$ cat config.mk
export PLATFORM = sky130hd
export DESIGN_NAME = ust_usart_sync
export DESIGN_NICKNAME = d
export VERILOG_FILES = /design/src/hdl/ust_pkg.sv /design/src/hdl/ust_usart_sync.sv
export SDC_FILE = /design/constraint.sdc
export NUM_CORES = 1
export LEC_CHECK = 0
export BUFFER_PORTS_ARGS = -buffer_cell sky130_fd_sc_hd__buf_2
export CAP_MARGIN = 20
export CORE_UTILIZATION = 54
export CTS_CLUSTER_DIAMETER = 50
export DETAILED_ROUTE_END_ITERATION = 10
export PLACE_DENSITY_LB_ADDON = 0.12
export SLEW_MARGIN = 0
export SYNTH_ARGS = -nofsm -noshare
export SYNTH_HDL_FRONTEND = slang
export SYNTH_SLANG_ARGS = --single-unit
export TNS_END_PERCENT = 1
$ cat constraint.sdc
create_clock -name i_clk_sys -period 2.8 [get_ports i_clk_sys]
set_input_delay 0.42 -clock i_clk_sys [delete_from_list [all_inputs] [get_ports i_clk_sys]]
set_output_delay 0.42 -clock i_clk_sys [all_outputs]
set_load 0.05 [all_outputs]
$ cat src/hdl/ust_pkg.sv
// constants and types for the synchronous usart receive and transmit block
package ust_pkg;
  // register offsets
  localparam logic [7:0] ADDR_IRQ_FLAGS = 8'h10;
  localparam logic [7:0] ADDR_IRQ_EN = 8'h11;
  localparam logic [7:0] ADDR_RX_CS = 8'h13;
  localparam logic [7:0] ADDR_RX_BUF = 8'h14;
  localparam logic [7:0] ADDR_TX_CS = 8'h15;
  localparam logic [7:0] ADDR_TX_BUF = 8'h16;
  localparam logic [7:0] ADDR_BAUD = 8'h17;
  // rx_control_status fields
  localparam int RX_SERIAL_PORT_ENABLE = 7;
  localparam int RX_RX9 = 6;
  localparam int RX_SINGLE_WORD_RX_ENABLE = 5;
  localparam int RX_CONTINUOUS_RX_ENABLE = 4;
  localparam int RX_FRAMING_ERROR_FLAG = 2;
  localparam int RX_OVERRUN_ERROR_FLAG = 1;
  localparam int RX_R9D = 0;
  // tx_control_status fields
  localparam int TX_CLOCK_SOURCE_SELECT = 7;
  localparam int TX_TX9 = 6;
  localparam int TX_TRANSMIT_ENABLE = 5;
  localparam int TX_SYNC = 4;
  localparam int TX_TRMT = 1;
  localparam int TX_T9D = 0;
  // irq flag and enable fields
  localparam int IRQ_TX = 1;
  localparam int IRQ_RX = 0;
  // values after reset
  localparam logic [7:0] RST_BYTE = 8'h00;
  localparam logic [1:0] RST_IRQ_EN = 2'h0;
  localparam logic [7:0] RST_BAUD = 8'h00;
  // bit counts per word
  localparam logic [3:0] BITS_8 = 4'h8;
  localparam logic [3:0] BITS_9 = 4'h9;
  localparam int FIFO_DEPTH = 2;
  typedef struct packed {
    logic framing_error_flag;
    logic ninth;
    logic [7:0] data;
  } ust_rx_word_t;
  typedef enum logic [1:0] {
    UST_IDLE = 2'b00,
    UST_RX = 2'b01,
    UST_TX = 2'b10
  } ust_mode_t;
endpackage

$ cat src/hdl/ust_usart_sync.sv
// synchronous usart: receive path, fifo, slave and master transmit
// Function
// - receive starts when single or continuous enabled
// - data sampled on shift clock falling edge
// - single enable receives one word then stops
// - continuous enable keeps receiving until cleared
// - both enables set behaves as continuous
// - finished word moves to fifo if room
// - completed transfer sets rx flag; enable gates irq
// - rx flag read-only, clears when fifo empty
// - two-deep fifo, in-order reads
// - full fifo at word end sets overrun, drops
// - overrun stays until continuous enable cleared
// - overrun blocks all transfers into fifo
// - ninth bit queued with its data word
// - buffer read exposes next word's status bits
// - clearing enables or port resets receiver
// - slave mode uses external clock, runs asleep
// - second buffered word holds tx flag clear
// - tx flag with enable wakes device
// - clearing port or transmit enable resets transmitter
// - half duplex, rx and tx exclusive
// - master drives shift clock pin
// - baud generator reset when all enables clear
`timescale 1ns/1ps
module ust_usart_sync #(
  parameter int DEPTH = ust_pkg::FIFO_DEPTH
) (
  // clock and reset
  input wire logic i_clk_sys,
  input wire logic i_rst_n,
  // register port
  input wire logic [7:0] i_addr,
  input wire logic [7:0] i_wdata,
  input wire logic i_wr,
  input wire logic i_rd,
  output logic [7:0] o_rdata,
  // shift clock pin
  input wire logic i_ck,
  output logic o_ck,
  output logic o_ck_oe,
  // serial data pin
  input wire logic i_dt,
  output logic o_dt,
  output logic o_dt_oe,
  // interrupt and wake request
  output logic o_irq
);
  localparam int CNT_W = $clog2(DEPTH + 1);
  localparam int PTR_W = (DEPTH > 1) ? $clog2(DEPTH) : 1;
  localparam logic [CNT_W-1:0] FULL_CNT = CNT_W'(DEPTH);
  localparam logic [PTR_W-1:0] LAST_PTR = PTR_W'(DEPTH - 1);

  // pin synchronisers
  logic ck_s1_q, ck_s2_q, ck_s3_q, dt_s1_q, dt_s2_q;
  // control registers
  logic serial_port_enable_q, rx9_q, single_word_rx_enable_q, continuous_rx_enable_q;
  logic clock_source_select_q, tx9_q, transmit_enable_q, sync_q, tx_ninth_bit_q;
  logic [1:0] irq_en_q;
  logic [7:0] baud_q, rdata_q;
  // baud generator
  logic [7:0] brg_cnt_q;
  logic ck_q;
  // receive state
  logic [8:0] rsr_q;
  logic [3:0] rx_cnt_q;
  logic overrun_error_flag_q;
  ust_pkg::ust_rx_word_t mem_q [DEPTH];
  logic [PTR_W-1:0] wr_ptr_q, rd_ptr_q;
  logic [CNT_W-1:0] count_q;
  // transmit state
  logic [7:0] txbuf_q;
  logic txbuf_full_q, tsr_busy_q, dt_q;
  logic [8:0] tsr_q;
  logic [3:0] tx_cnt_q;
  ust_pkg::ust_mode_t mode_q, mode_d;

  logic active, rx_en, tx_on, brg_run, tick, rise_ev, fall_ev;
  logic wr_rxcs, wr_txcs, wr_txbuf, rd_rxbuf;
  logic [3:0] rx_bits, tx_bits;
  logic [8:0] rx_new;
  logic rx_last, full, push, pop, tx_load, rx_flag, tx_flag;
  ust_pkg::ust_rx_word_t rx_word, head;

  assign active = serial_port_enable_q & sync_q;
  assign rx_en = active & (single_word_rx_enable_q | continuous_rx_enable_q);
  assign tx_on = active & transmit_enable_q;
  assign wr_rxcs = i_wr & (i_addr == ust_pkg::ADDR_RX_CS);
  assign wr_txcs = i_wr & (i_addr == ust_pkg::ADDR_TX_CS);
  assign wr_txbuf = i_wr & (i_addr == ust_pkg::ADDR_TX_BUF);
  assign rd_rxbuf = i_rd & (i_addr == ust_pkg::ADDR_RX_BUF);
  assign rx_bits = rx9_q ? ust_pkg::BITS_9 : ust_pkg::BITS_8;
  assign tx_bits = tx9_q ? ust_pkg::BITS_9 : ust_pkg::BITS_8;

  // pin synchronisers
  always_ff @(posedge i_clk_sys) begin
    if (!i_rst_n) begin
      ck_s1_q <= 1'b0;
      ck_s2_q <= 1'b0;
      ck_s3_q <= 1'b0;
      dt_s1_q <= 1'b0;
      dt_s2_q <= 1'b0;
    end else begin
      ck_s1_q <= i_ck;
      ck_s2_q <= ck_s1_q;
      ck_s3_q <= ck_s2_q;
      dt_s1_q <= i_dt;
      dt_s2_q <= dt_s1_q;
    end
  end

  // line direction
  always_comb begin
    mode_d = ust_pkg::UST_IDLE;
    if (rx_en) begin
      mode_d = ust_pkg::UST_RX;
    end else if (tx_on) begin
      mode_d = ust_pkg::UST_TX;
    end
  end

  always_ff @(posedge i_clk_sys) begin
    if (!i_rst_n) begin
      mode_q <= ust_pkg::UST_IDLE;
    end else begin
      mode_q <= mode_d;
    end
  end

  // baud generator, master clock
  assign brg_run = active & clock_source_select_q & (rx_en | (tx_on & tsr_busy_q));
  assign tick = brg_run & (brg_cnt_q == baud_q);

  always_ff @(posedge i_clk_sys) begin
    if (!i_rst_n || !brg_run) begin
      brg_cnt_q <= 8'h00;
      ck_q <= 1'b0;
    end else if (tick) begin
      brg_cnt_q <= 8'h00;
      ck_q <= ~ck_q;
    end else begin
      brg_cnt_q <= brg_cnt_q + 8'h01;
    end
  end

  // shift clock edges, internal or external
  always_comb begin
    rise_ev = 1'b0;
    fall_ev = 1'b0;
    if (clock_source_select_q) begin
      rise_ev = tick & ~ck_q;
      fall_ev = tick & ck_q;
    end else if (active) begin
      rise_ev = ck_s2_q & ~ck_s3_q;
      fall_ev = ~ck_s2_q & ck_s3_q;
    end
  end

  // control registers
  always_ff @(posedge i_clk_sys) begin
    if (!i_rst_n) begin
      serial_port_enable_q <= 1'b0;
      rx9_q <= 1'b0;
      continuous_rx_enable_q <= 1'b0;
    end else if (wr_rxcs) begin
      serial_port_enable_q <= i_wdata[ust_pkg::RX_SERIAL_PORT_ENABLE];
      rx9_q <= i_wdata[ust_pkg::RX_RX9];
      continuous_rx_enable_q <= i_wdata[ust_pkg::RX_CONTINUOUS_RX_ENABLE];
    end
  end

  always_ff @(posedge i_clk_sys) begin
    if (!i_rst_n) begin
      single_word_rx_enable_q <= 1'b0;
    end else if (wr_rxcs) begin
      single_word_rx_enable_q <= i_wdata[ust_pkg::RX_SINGLE_WORD_RX_ENABLE];
    end else if (rx_last && !continuous_rx_enable_q) begin
      single_word_rx_enable_q <= 1'b0;
    end
  end

  always_ff @(posedge i_clk_sys) begin
    if (!i_rst_n) begin
      clock_source_select_q <= 1'b0;
      tx9_q <= 1'b0;
      transmit_enable_q <= 1'b0;
      sync_q <= 1'b0;
      tx_ninth_bit_q <= 1'b0;
    end else if (wr_txcs) begin
      clock_source_select_q <= i_wdata[ust_pkg::TX_CLOCK_SOURCE_SELECT];
      tx9_q <= i_wdata[ust_pkg::TX_TX9];
      transmit_enable_q <= i_wdata[ust_pkg::TX_TRANSMIT_ENABLE];
      sync_q <= i_wdata[ust_pkg::TX_SYNC];
      tx_ninth_bit_q <= i_wdata[ust_pkg::TX_T9D];
    end
  end

  always_ff @(posedge i_clk_sys) begin
    if (!i_rst_n) begin
      irq_en_q <= ust_pkg::RST_IRQ_EN;
      baud_q <= ust_pkg::RST_BAUD;
    end else if (i_wr) begin
      if (i_addr == ust_pkg::ADDR_IRQ_EN) begin
        irq_en_q <= i_wdata[1:0];
      end
      if (i_addr == ust_pkg::ADDR_BAUD) begin
        baud_q <= i_wdata;
      end
    end
  end

  // receive shift register
  assign rx_last = fall_ev & (mode_q == ust_pkg::UST_RX) &
                   (rx_cnt_q == rx_bits - 4'h1);
  assign rx_new = {dt_s2_q, rsr_q[8:1]};
  assign full = (count_q == FULL_CNT);

  always_comb begin
    rx_word.framing_error_flag = 1'b0;
    rx_word.ninth = rx9_q & rx_new[8];
    rx_word.data = rx9_q ? rx_new[7:0] : rx_new[8:1];
  end

  always_ff @(posedge i_clk_sys) begin
    if (!i_rst_n || !rx_en) begin
      rx_cnt_q <= 4'h0;
      rsr_q <= 9'h000;
    end else if (fall_ev && mode_q == ust_pkg::UST_RX) begin
      rsr_q <= rx_new;
      rx_cnt_q <= rx_last ? 4'h0 : rx_cnt_q + 4'h1;
    end
  end

  // overrun: set wins over the clear
  always_ff @(posedge i_clk_sys) begin
    if (!i_rst_n) begin
      overrun_error_flag_q <= 1'b0;
    end else if (rx_last && full) begin
      overrun_error_flag_q <= 1'b1;
    end else if (wr_rxcs && !i_wdata[ust_pkg::RX_CONTINUOUS_RX_ENABLE]) begin
      overrun_error_flag_q <= 1'b0;
    end
  end

  // receive fifo
  assign push = rx_last & ~full & ~overrun_error_flag_q;
  assign pop = rd_rxbuf & (count_q != '0);
  assign head = mem_q[rd_ptr_q];

  for (genvar i = 0; i < DEPTH; i++) begin : g_entry
    always_ff @(posedge i_clk_sys) begin
      if (!i_rst_n) begin
        mem_q[i] <= '0;
      end else if (push && wr_ptr_q == PTR_W'(i)) begin
        mem_q[i] <= rx_word;
      end
    end
  end

  always_ff @(posedge i_clk_sys) begin
    if (!i_rst_n) begin
      wr_ptr_q <= '0;
      rd_ptr_q <= '0;
      count_q <= '0;
    end else begin
      if (push) begin
        wr_ptr_q <= (wr_ptr_q == LAST_PTR) ? '0 : wr_ptr_q + PTR_W'(1);
      end
      if (pop) begin
        rd_ptr_q <= (rd_ptr_q == LAST_PTR) ? '0 : rd_ptr_q + PTR_W'(1);
      end
      if (push && !pop) begin
        count_q <= count_q + CNT_W'(1);
      end else if (pop && !push) begin
        count_q <= count_q - CNT_W'(1);
      end
    end
  end

  assign rx_flag = (count_q != '0);

  // transmit buffer and shift register
  assign tx_load = ~tsr_busy_q & txbuf_full_q & tx_on;
  assign tx_flag = ~txbuf_full_q;

  always_ff @(posedge i_clk_sys) begin
    if (!i_rst_n) begin
      txbuf_q <= 8'h00;
      txbuf_full_q <= 1'b0;
    end else if (wr_txbuf) begin
      txbuf_q <= i_wdata;
      txbuf_full_q <= 1'b1;
    end else if (tx_load) begin
      txbuf_full_q <= 1'b0;
    end
  end

  always_ff @(posedge i_clk_sys) begin
    if (!i_rst_n || !tx_on) begin
      tsr_q <= 9'h000;
      tsr_busy_q <= 1'b0;
      tx_cnt_q <= 4'h0;
      dt_q <= 1'b0;
    end else if (tx_load) begin
      tsr_q <= {tx_ninth_bit_q, txbuf_q};
      tsr_busy_q <= 1'b1;
      tx_cnt_q <= 4'h0;
    end else if (rise_ev && tsr_busy_q && mode_q == ust_pkg::UST_TX) begin
      if (tx_cnt_q == tx_bits) begin
        tsr_busy_q <= 1'b0;
      end else begin
        dt_q <= tsr_q[0];
        tsr_q <= {1'b0, tsr_q[8:1]};
        tx_cnt_q <= tx_cnt_q + 4'h1;
      end
    end
  end

  // register read, one cycle later
  always_ff @(posedge i_clk_sys) begin
    if (!i_rst_n) begin
      rdata_q <= ust_pkg::RST_BYTE;
    end else if (i_rd) begin
      case (i_addr)
        ust_pkg::ADDR_IRQ_FLAGS: rdata_q <= {6'h00, tx_flag, rx_flag};
        ust_pkg::ADDR_IRQ_EN: rdata_q <= {6'h00, irq_en_q};
        ust_pkg::ADDR_RX_CS: rdata_q <= {serial_port_enable_q, rx9_q, single_word_rx_enable_q, continuous_rx_enable_q,
                                         1'b0, head.framing_error_flag & rx_flag, overrun_error_flag_q,
                                         head.ninth & rx_flag};
        ust_pkg::ADDR_RX_BUF: rdata_q <= head.data;
        ust_pkg::ADDR_TX_CS: rdata_q <= {clock_source_select_q, tx9_q, transmit_enable_q, sync_q,
                                         2'b00, ~tsr_busy_q, tx_ninth_bit_q};
        ust_pkg::ADDR_TX_BUF: rdata_q <= txbuf_q;
        ust_pkg::ADDR_BAUD: rdata_q <= baud_q;
        default: rdata_q <= ust_pkg::RST_BYTE;
      endcase
    end else begin
      rdata_q <= ust_pkg::RST_BYTE;
    end
  end

  assign o_rdata = rdata_q;
  assign o_ck = ck_q;
  assign o_ck_oe = active & clock_source_select_q;
  assign o_dt = dt_q;
  assign o_dt_oe = (mode_q == ust_pkg::UST_TX);
  assign o_irq = (rx_flag & irq_en_q[ust_pkg::IRQ_RX]) |
                 (tx_flag & irq_en_q[ust_pkg::IRQ_TX]);
endmodule

==> results of run 1 <==
==> worst max-delay path by stage <==
| stage | startpoint | end | slack (ps) |
|---|---|---|---|
| after floorplan | serial_port_enable_q | count_q[1] | 70 |
| after global placement | i_addr[5] | count_q[1] | 140 |
| after detailed placement | i_addr[5] | count_q[1] | 40 |
| after CTS | brg_cnt_q[2] | count_q[1] | 190 |
| after global routing | brg_cnt_q[1] | count_q[1] | 10 |
| final | brg_cnt_q[2] | count_q[1] | 240 |
==> cell usage in the layout, fill, tap and decap left out, types with 4 or more instances in the layout <==
cell type / netlist / routed
nor2_1: 59 / 59
nand2_1: 72 / 72
mux2i_1: 23 / 23
buf_2: 1 / 34
a211oi_1: 8 / 8
a21boi_0: 10 / 10
o21ai_0: 14 / 14
dfxtp_1: 85 / 85
a21boi_1: 6 / 6
and2_1: 9 / 9
a21oi_1: 24 / 24
nor2b_1: 11 / 11
a21boi_2: 8 / 8
ha_1: 4 / 4
edfxtp_1: 18 / 18
nand3_1: 28 / 28
clkbuf_8: 0 / 10
xnor2_1: 6 / 6
and3_1: 5 / 5
xor2_1: 15 / 15
mux2_2: 11 / 11
buf_4: 3 / 20
inv_1: 7 / 7
or3_1: 4 / 4
==> cell families after synthesis <==
kind of cell | after synthesis | synth area share
adders and majority gates | 4 | 0.0107
AOI/OAI and AO/OA | 92 | 0.139
and+or+nand+nor | 216 | 0.226
muxes | 34 | 0.0759
xor gates and xnor gates | 21 | 0.0394
DFF | 103 | 0.481
buffers and inverters | 29 | 0.0276
==> flip-flops by register name, summed over array words and instances (netlist names), 2 cells and up, named ones only <==
signal	flops
baud_q	8
brg_cnt_q	8
count_q	2
irq_en_q	2
mem_q	18
mode_q	2
o_rdata	8
rsr_q	8
rx_cnt_q	4
tsr_q	9
tx_cnt_q	4
txbuf_q	8
==> cell type report <==
cell class / count / area share
Inverter: 7 / 0.00502
Clock buffer: 11 / 0.0270
Tap cell: 105 / 0.0251
Timing Repair Buffer: 54 / 0.0612
Sequential cell: 103 / 0.428
Clock inverter: 5 / 0.0153
Multi-Input combinational cell: 367 / 0.438
==> metal layers <==
metal / track usage / up-vias
met4: 0.0669 / 0
met3: 0.0515 / 18
met1: 0.333 / 1788
li1: - / 1829
met5: 0 / -
met2: 0.433 / 81
==> per-stage QoR <==
stage                     instances  worst slack (ps)  hold WS, ps  area, µm²
after floorplan                 499              73.3          412       4670
after global placement          636               136          414       5010
after detailed placement        636              41.2          422       5010
after CTS                       652               187          238       5240
after global routing            652              12.4          248       5240
final                           652               239          242       5240
==> where the power goes <==
| group | total (µW) | internal, µW | leakage, µW | switching, µW |
|---|---|---|---|---|
| sequential | 1530 | 1520 | 0.000856 | 5.27 |
| clock | 1050 | 530 | 0.000114 | 519 |
| combinational | 83.0 | 31.0 | 0.00103 | 52.0 |
==> out/qor.txt, run 1 <==
register area share after synthesis -> 0.481
Worst Hold End -> dt_s1_q
P_leak -> 0.00200 µW
nets -> 568
DRC Markers -> 0
post-synthesis register bit count -> 103
Yosys warnings -> 0
Total Wirelength -> 10900 µm
Worst slew margin -> 0.308
Overall Power -> 2660 µW
cts bufs inserted -> 9
metal3 WL -> 400 µm
setup TNS -> 0 ps
Slew Viols, Final -> 0
Worst R2R Start -> brg_cnt_q[2]
I/O pins -> 35
Die ar. -> 9020 µm²
CTS H-Tree Depth -> 3
reg-to-reg endpoint -> count_q[1]
largest area contributor in the netlist -> dfxtp_1
top routing layer used -> met4
RSZ-0062 raised after global routing -> false
Setup Fix Bufs, Post-CTS -> 0
P&R area growth vs syn -> 12.2%
Slowest cell on crit path -> dfxtp_1
Seq. cell area -> 2240 µm²
routed wl met2 -> 5300 µm
Area contributors post-synth -> dfxtp_1 36%, edfxtp_1 12%, nand2_1 5.8%
CTS root buffer -> clkbuf_8
Setup crit start kind -> flip-flop
core region area -> 8300 µm²
fill count -> 748
min-delay src -> i_dt
EDFF count, synth -> 18
worst-margin pin slew -> 1040 ps
vias in the first global route -> 3516
first-pass GRT wire length -> 17500 µm
area of the multi-input gates -> 2290 µm²
R2R cell count -> 10
crit-path leading delay family -> simple AND/OR/NAND/NOR gates
PwrDens -> 507 nW/µm²
post-route antenna net violation count -> 0
Starting Density -> 0.562
Final Critical Period -> 2560 ps
cell mode on critical path -> buf_4
Final period util -> 0.915
global placement routability congestion -> 0.865
worst-path cell chain -> xor2_1 > nor4_1 > buf_4 > nand3_1 > o21a_1 > nor3_1 > buf_4 > ha_1 > or3_1 > a21boi_0
die height -> 95.0 µm
Worst EP arrival -> 2870 ps
Final Util -> 0.631
crit path max fanout -> 5
Final Hold Viols -> 0
met1 wire length -> 4940 µm
initial DRC count -> 223
syn nets -> 525
Skew-Pair Late Insertion Delay -> 380 ps
FF-to-FF setup slack -> 240 ps
Commonest cells post-synth -> 85 x dfxtp_1, 72 x nand2_1, 59 x nor2_1, 28 x nand3_1, 24 x a21oi_1
CTS tree -> yes
path type of the worst setup path -> reg2reg
Synth top area share -> 0.365
worst path required time -> 3110 ps
Min-Delay Path Depth -> 2
Resized cells post-CTS -> 0
WP buf/inv -> 2
DIE WIDTH -> 95.0 µm
hpwl dp -> 7760 µm
Post-CTS Hold Buffers -> 0
remaining global-route overflow -> 0
most numerous cell in the Yosys netlist -> dfxtp_1
Crit. End Element -> flip-flop
largest net degree at the start of global routing -> 24
status -> completed
number of distinct library cells after synthesis -> 55
Clock Path Buffers -> 2
max_cap viols -> 0
asr flop ratio synth -> 0
Vias/cell -> 5.70
share of layout cells above drive strength 1 -> 0.179
Peak VDD IR -> 382 µV
clk_skew -> 14.9 ps
# diodes -> 0
I/O Buffers -> 34
Avg Cell Area, Syn -> 9.35 µm²
FMAX -> 390 MHz
final setup violation count -> 0
Mapped Area -> 4670 µm²
slowest stage delay, CP -> 370 ps
clk sinks -> 103
Wirelength per Cell -> 16.7 µm
CP Depth -> 10
DRT Pass-1 Iters -> 5
ys flop type -> dfxtp_1
Worst-path clk slew -> 100 ps
Row Count -> 33
Hold WC Path Type -> in2reg
GRT Util Overall -> 0.256
Syn Inst Count -> 499
Vias -> 3716
initial antenna violation count -> 0
No activity file was read; power rests on OpenSTA's default activity.
==> run 2, diff against run 1 <==
--- a/config.mk
+++ b/config.mk
@@ -5,6 +5,7 @@
 export SDC_FILE = /design/constraint.sdc
 export NUM_CORES = 1
 export LEC_CHECK = 0
+export ABC_AREA = 1
 export BUFFER_PORTS_ARGS = -buffer_cell sky130_fd_sc_hd__buf_2
 export CAP_MARGIN = 20
 export CORE_UTILIZATION = 54
==> run 2 against run 1 <==
Effect of this change:
- via count grew 7.7%
- setup slack better by 260 ps
- sequential power barely moved
- utilization fell by 1.2 points
- first-iteration DRC count rose by 59%
- fmax increased by 11%
- clock power is 18% lower
- global-route usage shrank 0.76 points
- wire length decreased by 4.3%
- clock skew shrank 5.2 ps
- critical path type unchanged
- critical endpoint unchanged
- highest routed layer unchanged
==> out/qor.txt, run 2 <==
Simple-Gate Fraction of Synth Area -> 0.231 (+0.00435)
P_leak -> 0.00192 µW (-4.1%)
initial DRC count -> 354 (+59%)
EDFF count, synth -> 18 (unchanged)
largest area contributor in the netlist -> dfxtp_1
Post-Synth XOR/XNOR Area -> 0.0131 (-0.0264)
I/O Buffers -> 34 (unchanged)
nets -> 663 (+17%)
GRT Util Overall -> 0.249 (-0.00755)
post-route setup slack -> 497 ps (+258 ps)
path type of the worst setup path -> reg2reg
status -> completed
DRT Pass-1 Iters -> 5 (unchanged)
Starting Density -> 0.566 (+0.00377)
Syn Inst Count -> 603 (+21%)
Total Wirelength -> 10400 µm (-4.3%)
Synth top area share -> 0.362 (-0.00243)
Final period util -> 0.823 (-0.0922)
most frequent cells in the layout -> 96 x nand2_1, 87 x nor2_1, 85 x dfxtp_1
Area contributors post-synth -> dfxtp_1 36%, edfxtp_1 12%, nand2_1 7.7%
syn nets -> 629 (+20%)
worst path required time -> 3050 ps (-60 ps)
hpwl dp -> 7780 µm (+0.35%)
DRC Markers -> 0 (unchanged)
Post-CTS Hold Buffers -> 0 (unchanged)
Clock Path Buffers -> 2 (unchanged)
Vias -> 4002 (+7.7%)
Place WS -> 418 ps (+377 ps)
Worst slew margin -> 0.617 (+0.309)
core region area -> 8300 µm² (unchanged)
Avg Cell Area, Syn -> 7.79 µm² (-17%)
ys flop type -> dfxtp_1
reg-to-reg endpoint -> count_q[1]
most numerous cell in the Yosys netlist -> nand2_1
mux share of post-synthesis cell area -> 0.0192 (-0.0567)
Top reg by flops -> mem_q
post-synthesis register bit count -> 103 (unchanged)
Skew-Pair Late Insertion Delay -> 360 ps (-20 ps)
clk_skew -> 9.77 ps (-5.17 ps)
Worst R2R Start -> serial_port_enable_q
Hold WC Path Type -> in2reg
P&R area growth vs syn -> 9.30%
CTS tree -> yes
number of distinct library cells after synthesis -> 38 (-31%)
Final Hold Viols -> 0 (unchanged)
worst-margin pin slew -> 573 ps (-464 ps)
CTS H-Tree Depth -> 3 (unchanged)
vias in the first global route -> 3683 (+4.7%)
FF-to-FF setup slack -> 500 ps (+260 ps)
Final Critical Period -> 2300 ps (-258 ps)
# diodes -> 0 (unchanged)
Crit. End Element -> flip-flop
Worst Hold End -> dt_s1_q
cts bufs inserted -> 9 (unchanged)
Row Count -> 33 (unchanged)
final setup violation count -> 0 (unchanged)
Slew Viols, Final -> 0 (unchanged)
Fin Hold WS -> 238 ps (-3.74 ps)
Peak VDD IR -> 414 µV (+8.5%)
post-route antenna net violation count -> 0 (unchanged)
first-pass GRT wire length -> 17100 µm (-2.6%)
global placement routability congestion -> 0.957 (+11%)
biggest regs -> mem_q (18), tsr_q (9)
Worst EP arrival -> 2550 ps (-320 ps)
crit path max fanout -> 5 (unchanged)
Resized cells post-CTS -> 0 (unchanged)
Setup crit start kind -> flip-flop
remaining global-route overflow -> 0 (unchanged)
complex-gate fraction of the synthesized area -> 0.155 (+0.0159)
setup TNS -> 0 ps (unchanged)
Die ar. -> 9080 µm² (+0.66%)
register area share after synthesis -> 0.477 (-0.00320)
asr flop ratio synth -> 0 (unchanged)
adder-cell share of the synthesized area -> 0.0107 (-0.0000714)
clk sinks -> 103 (unchanged)
Largest register FFs -> 18 (unchanged)
max_cap viols -> 0 (unchanged)
initial antenna violation count -> 0 (unchanged)
Mapped Area -> 4700 µm² (+0.67%)
Min-Delay Path Depth -> 3 (+1)
RSZ-0062 raised after global routing -> false
die height -> 95.3 µm (+0.33%)
main combinational cell family by area after synthesis -> simple AND/OR/NAND/NOR gates
Vias/cell -> 5.36 (-6.0%)
final std cells w/o fill -> 747 (+15%)
PwrDens -> 479 nW/µm² (-5.5%)
Worst-path clk slew -> 100 ps (about the same)
Placed Cells incl. Taps -> 731 (+15%)
commonest non-fill, non-tap cell in the layout -> nand2_1
Setup Fix Bufs, Post-CTS -> 0 (unchanged)
largest net degree at the start of global routing -> 32 (+33%)
Wirelength per Cell -> 13.9 µm (-16%)
min-delay src -> i_dt
Commonest cells post-synth -> 96 x nand2_1, 87 x nor2_1, 85 x dfxtp_1, 84 x inv_1, 49 x o21ai_0
Yosys warnings -> 0 (unchanged)
I/O pins -> 35 (unchanged)
CTS root buffer -> clkbuf_8
FMAX -> 434 MHz (+11%)
R2R cell count -> 13 (+3)
share of layout cells above drive strength 1 -> 0.123 (-0.0561)
DIE WIDTH -> 95.3 µm (+0.33%)
## run 2: power breakdown
group / total, µW / switching (µW) / internal, µW
Sequential: 1530 / 5.30 / 1520
Clock: 857 / 487 / 370
Combinational: 79.4 / 53.9 / 25.5
Total: 2460 / 546 / 1920
## run 2: cell type report
cell class | instances | area [µm²]
flip-flops and latches | 103 | 2240
repair buffers | 40 | 215
clock inverters | 6 | 33.8
fillers | 768 | 3170
multi-input cells | 392 | 2010
inverters | 91 | 348
clock buffers | 10 | 149
well taps | 105 | 131
## run 2: worst max path at each step
stage                  end            startpoint  cells past startpoint  slack, ps
2_1_floorplan  mem_q[0][0]  serial_port_enable_q                      8        580
3_3_place_gp    count_q[1]             i_addr[7]                     11        630
3_5_place_dp    count_q[1]             i_addr[4]                     12        420
4_1_cts         count_q[1]          brg_cnt_q[5]                     15        510
5_1_grt         count_q[1]          brg_cnt_q[2]                     15        300
6_report        count_q[1]  serial_port_enable_q                     13        500
## run 2: per-stage QoR
| step | instance area [µm²] | total power, µW | util |
|---|---|---|---|
| after floorplan | 4700 | 1600 | - |
| after global placement | 4950 | 1630 | 0.597 |
| after detailed placement | 4950 | 1640 | 0.597 |
| after CTS | 5130 | 2490 | 0.619 |
| after global routing | 5130 | 2540 | 0.619 |
| final | 5130 | 2460 | 0.619 |
## run 2: logic make-up (layout without fill, tap and decap cells)
family,Yosys count,in the layout
AOI/OAI and AO/OA,131,131
xor gates and xnor gates,7,7
adders and majority gates,4,4
buffers and inverters,108,147
DFF,103,103
muxes,9,9
and+or+nand+nor,241,241
## run 2: critical path: stages (launching register included)
cell	delay (ps)
dfxtp_1	390
nand2_2	100
nor2_4	110
nand2_1	90
a21oi_4	210
nand3_2	120
nand2_2	90
nand4_2	140
clkinv_2	140
ha_1	270
a21oi_1	150
o21ai_0	140
o21ai_0	180
a21oi_1	60
## run 2: per-layer routing
| metal | track usage | wire [µm] |
|---|---|---|
| met5 | 0 | 0 |
| met4 | 0.0859 | 195 |
| met3 | 0.0494 | 496 |
| met2 | 0.436 | 5160 |
| met1 | 0.301 | 4540 |
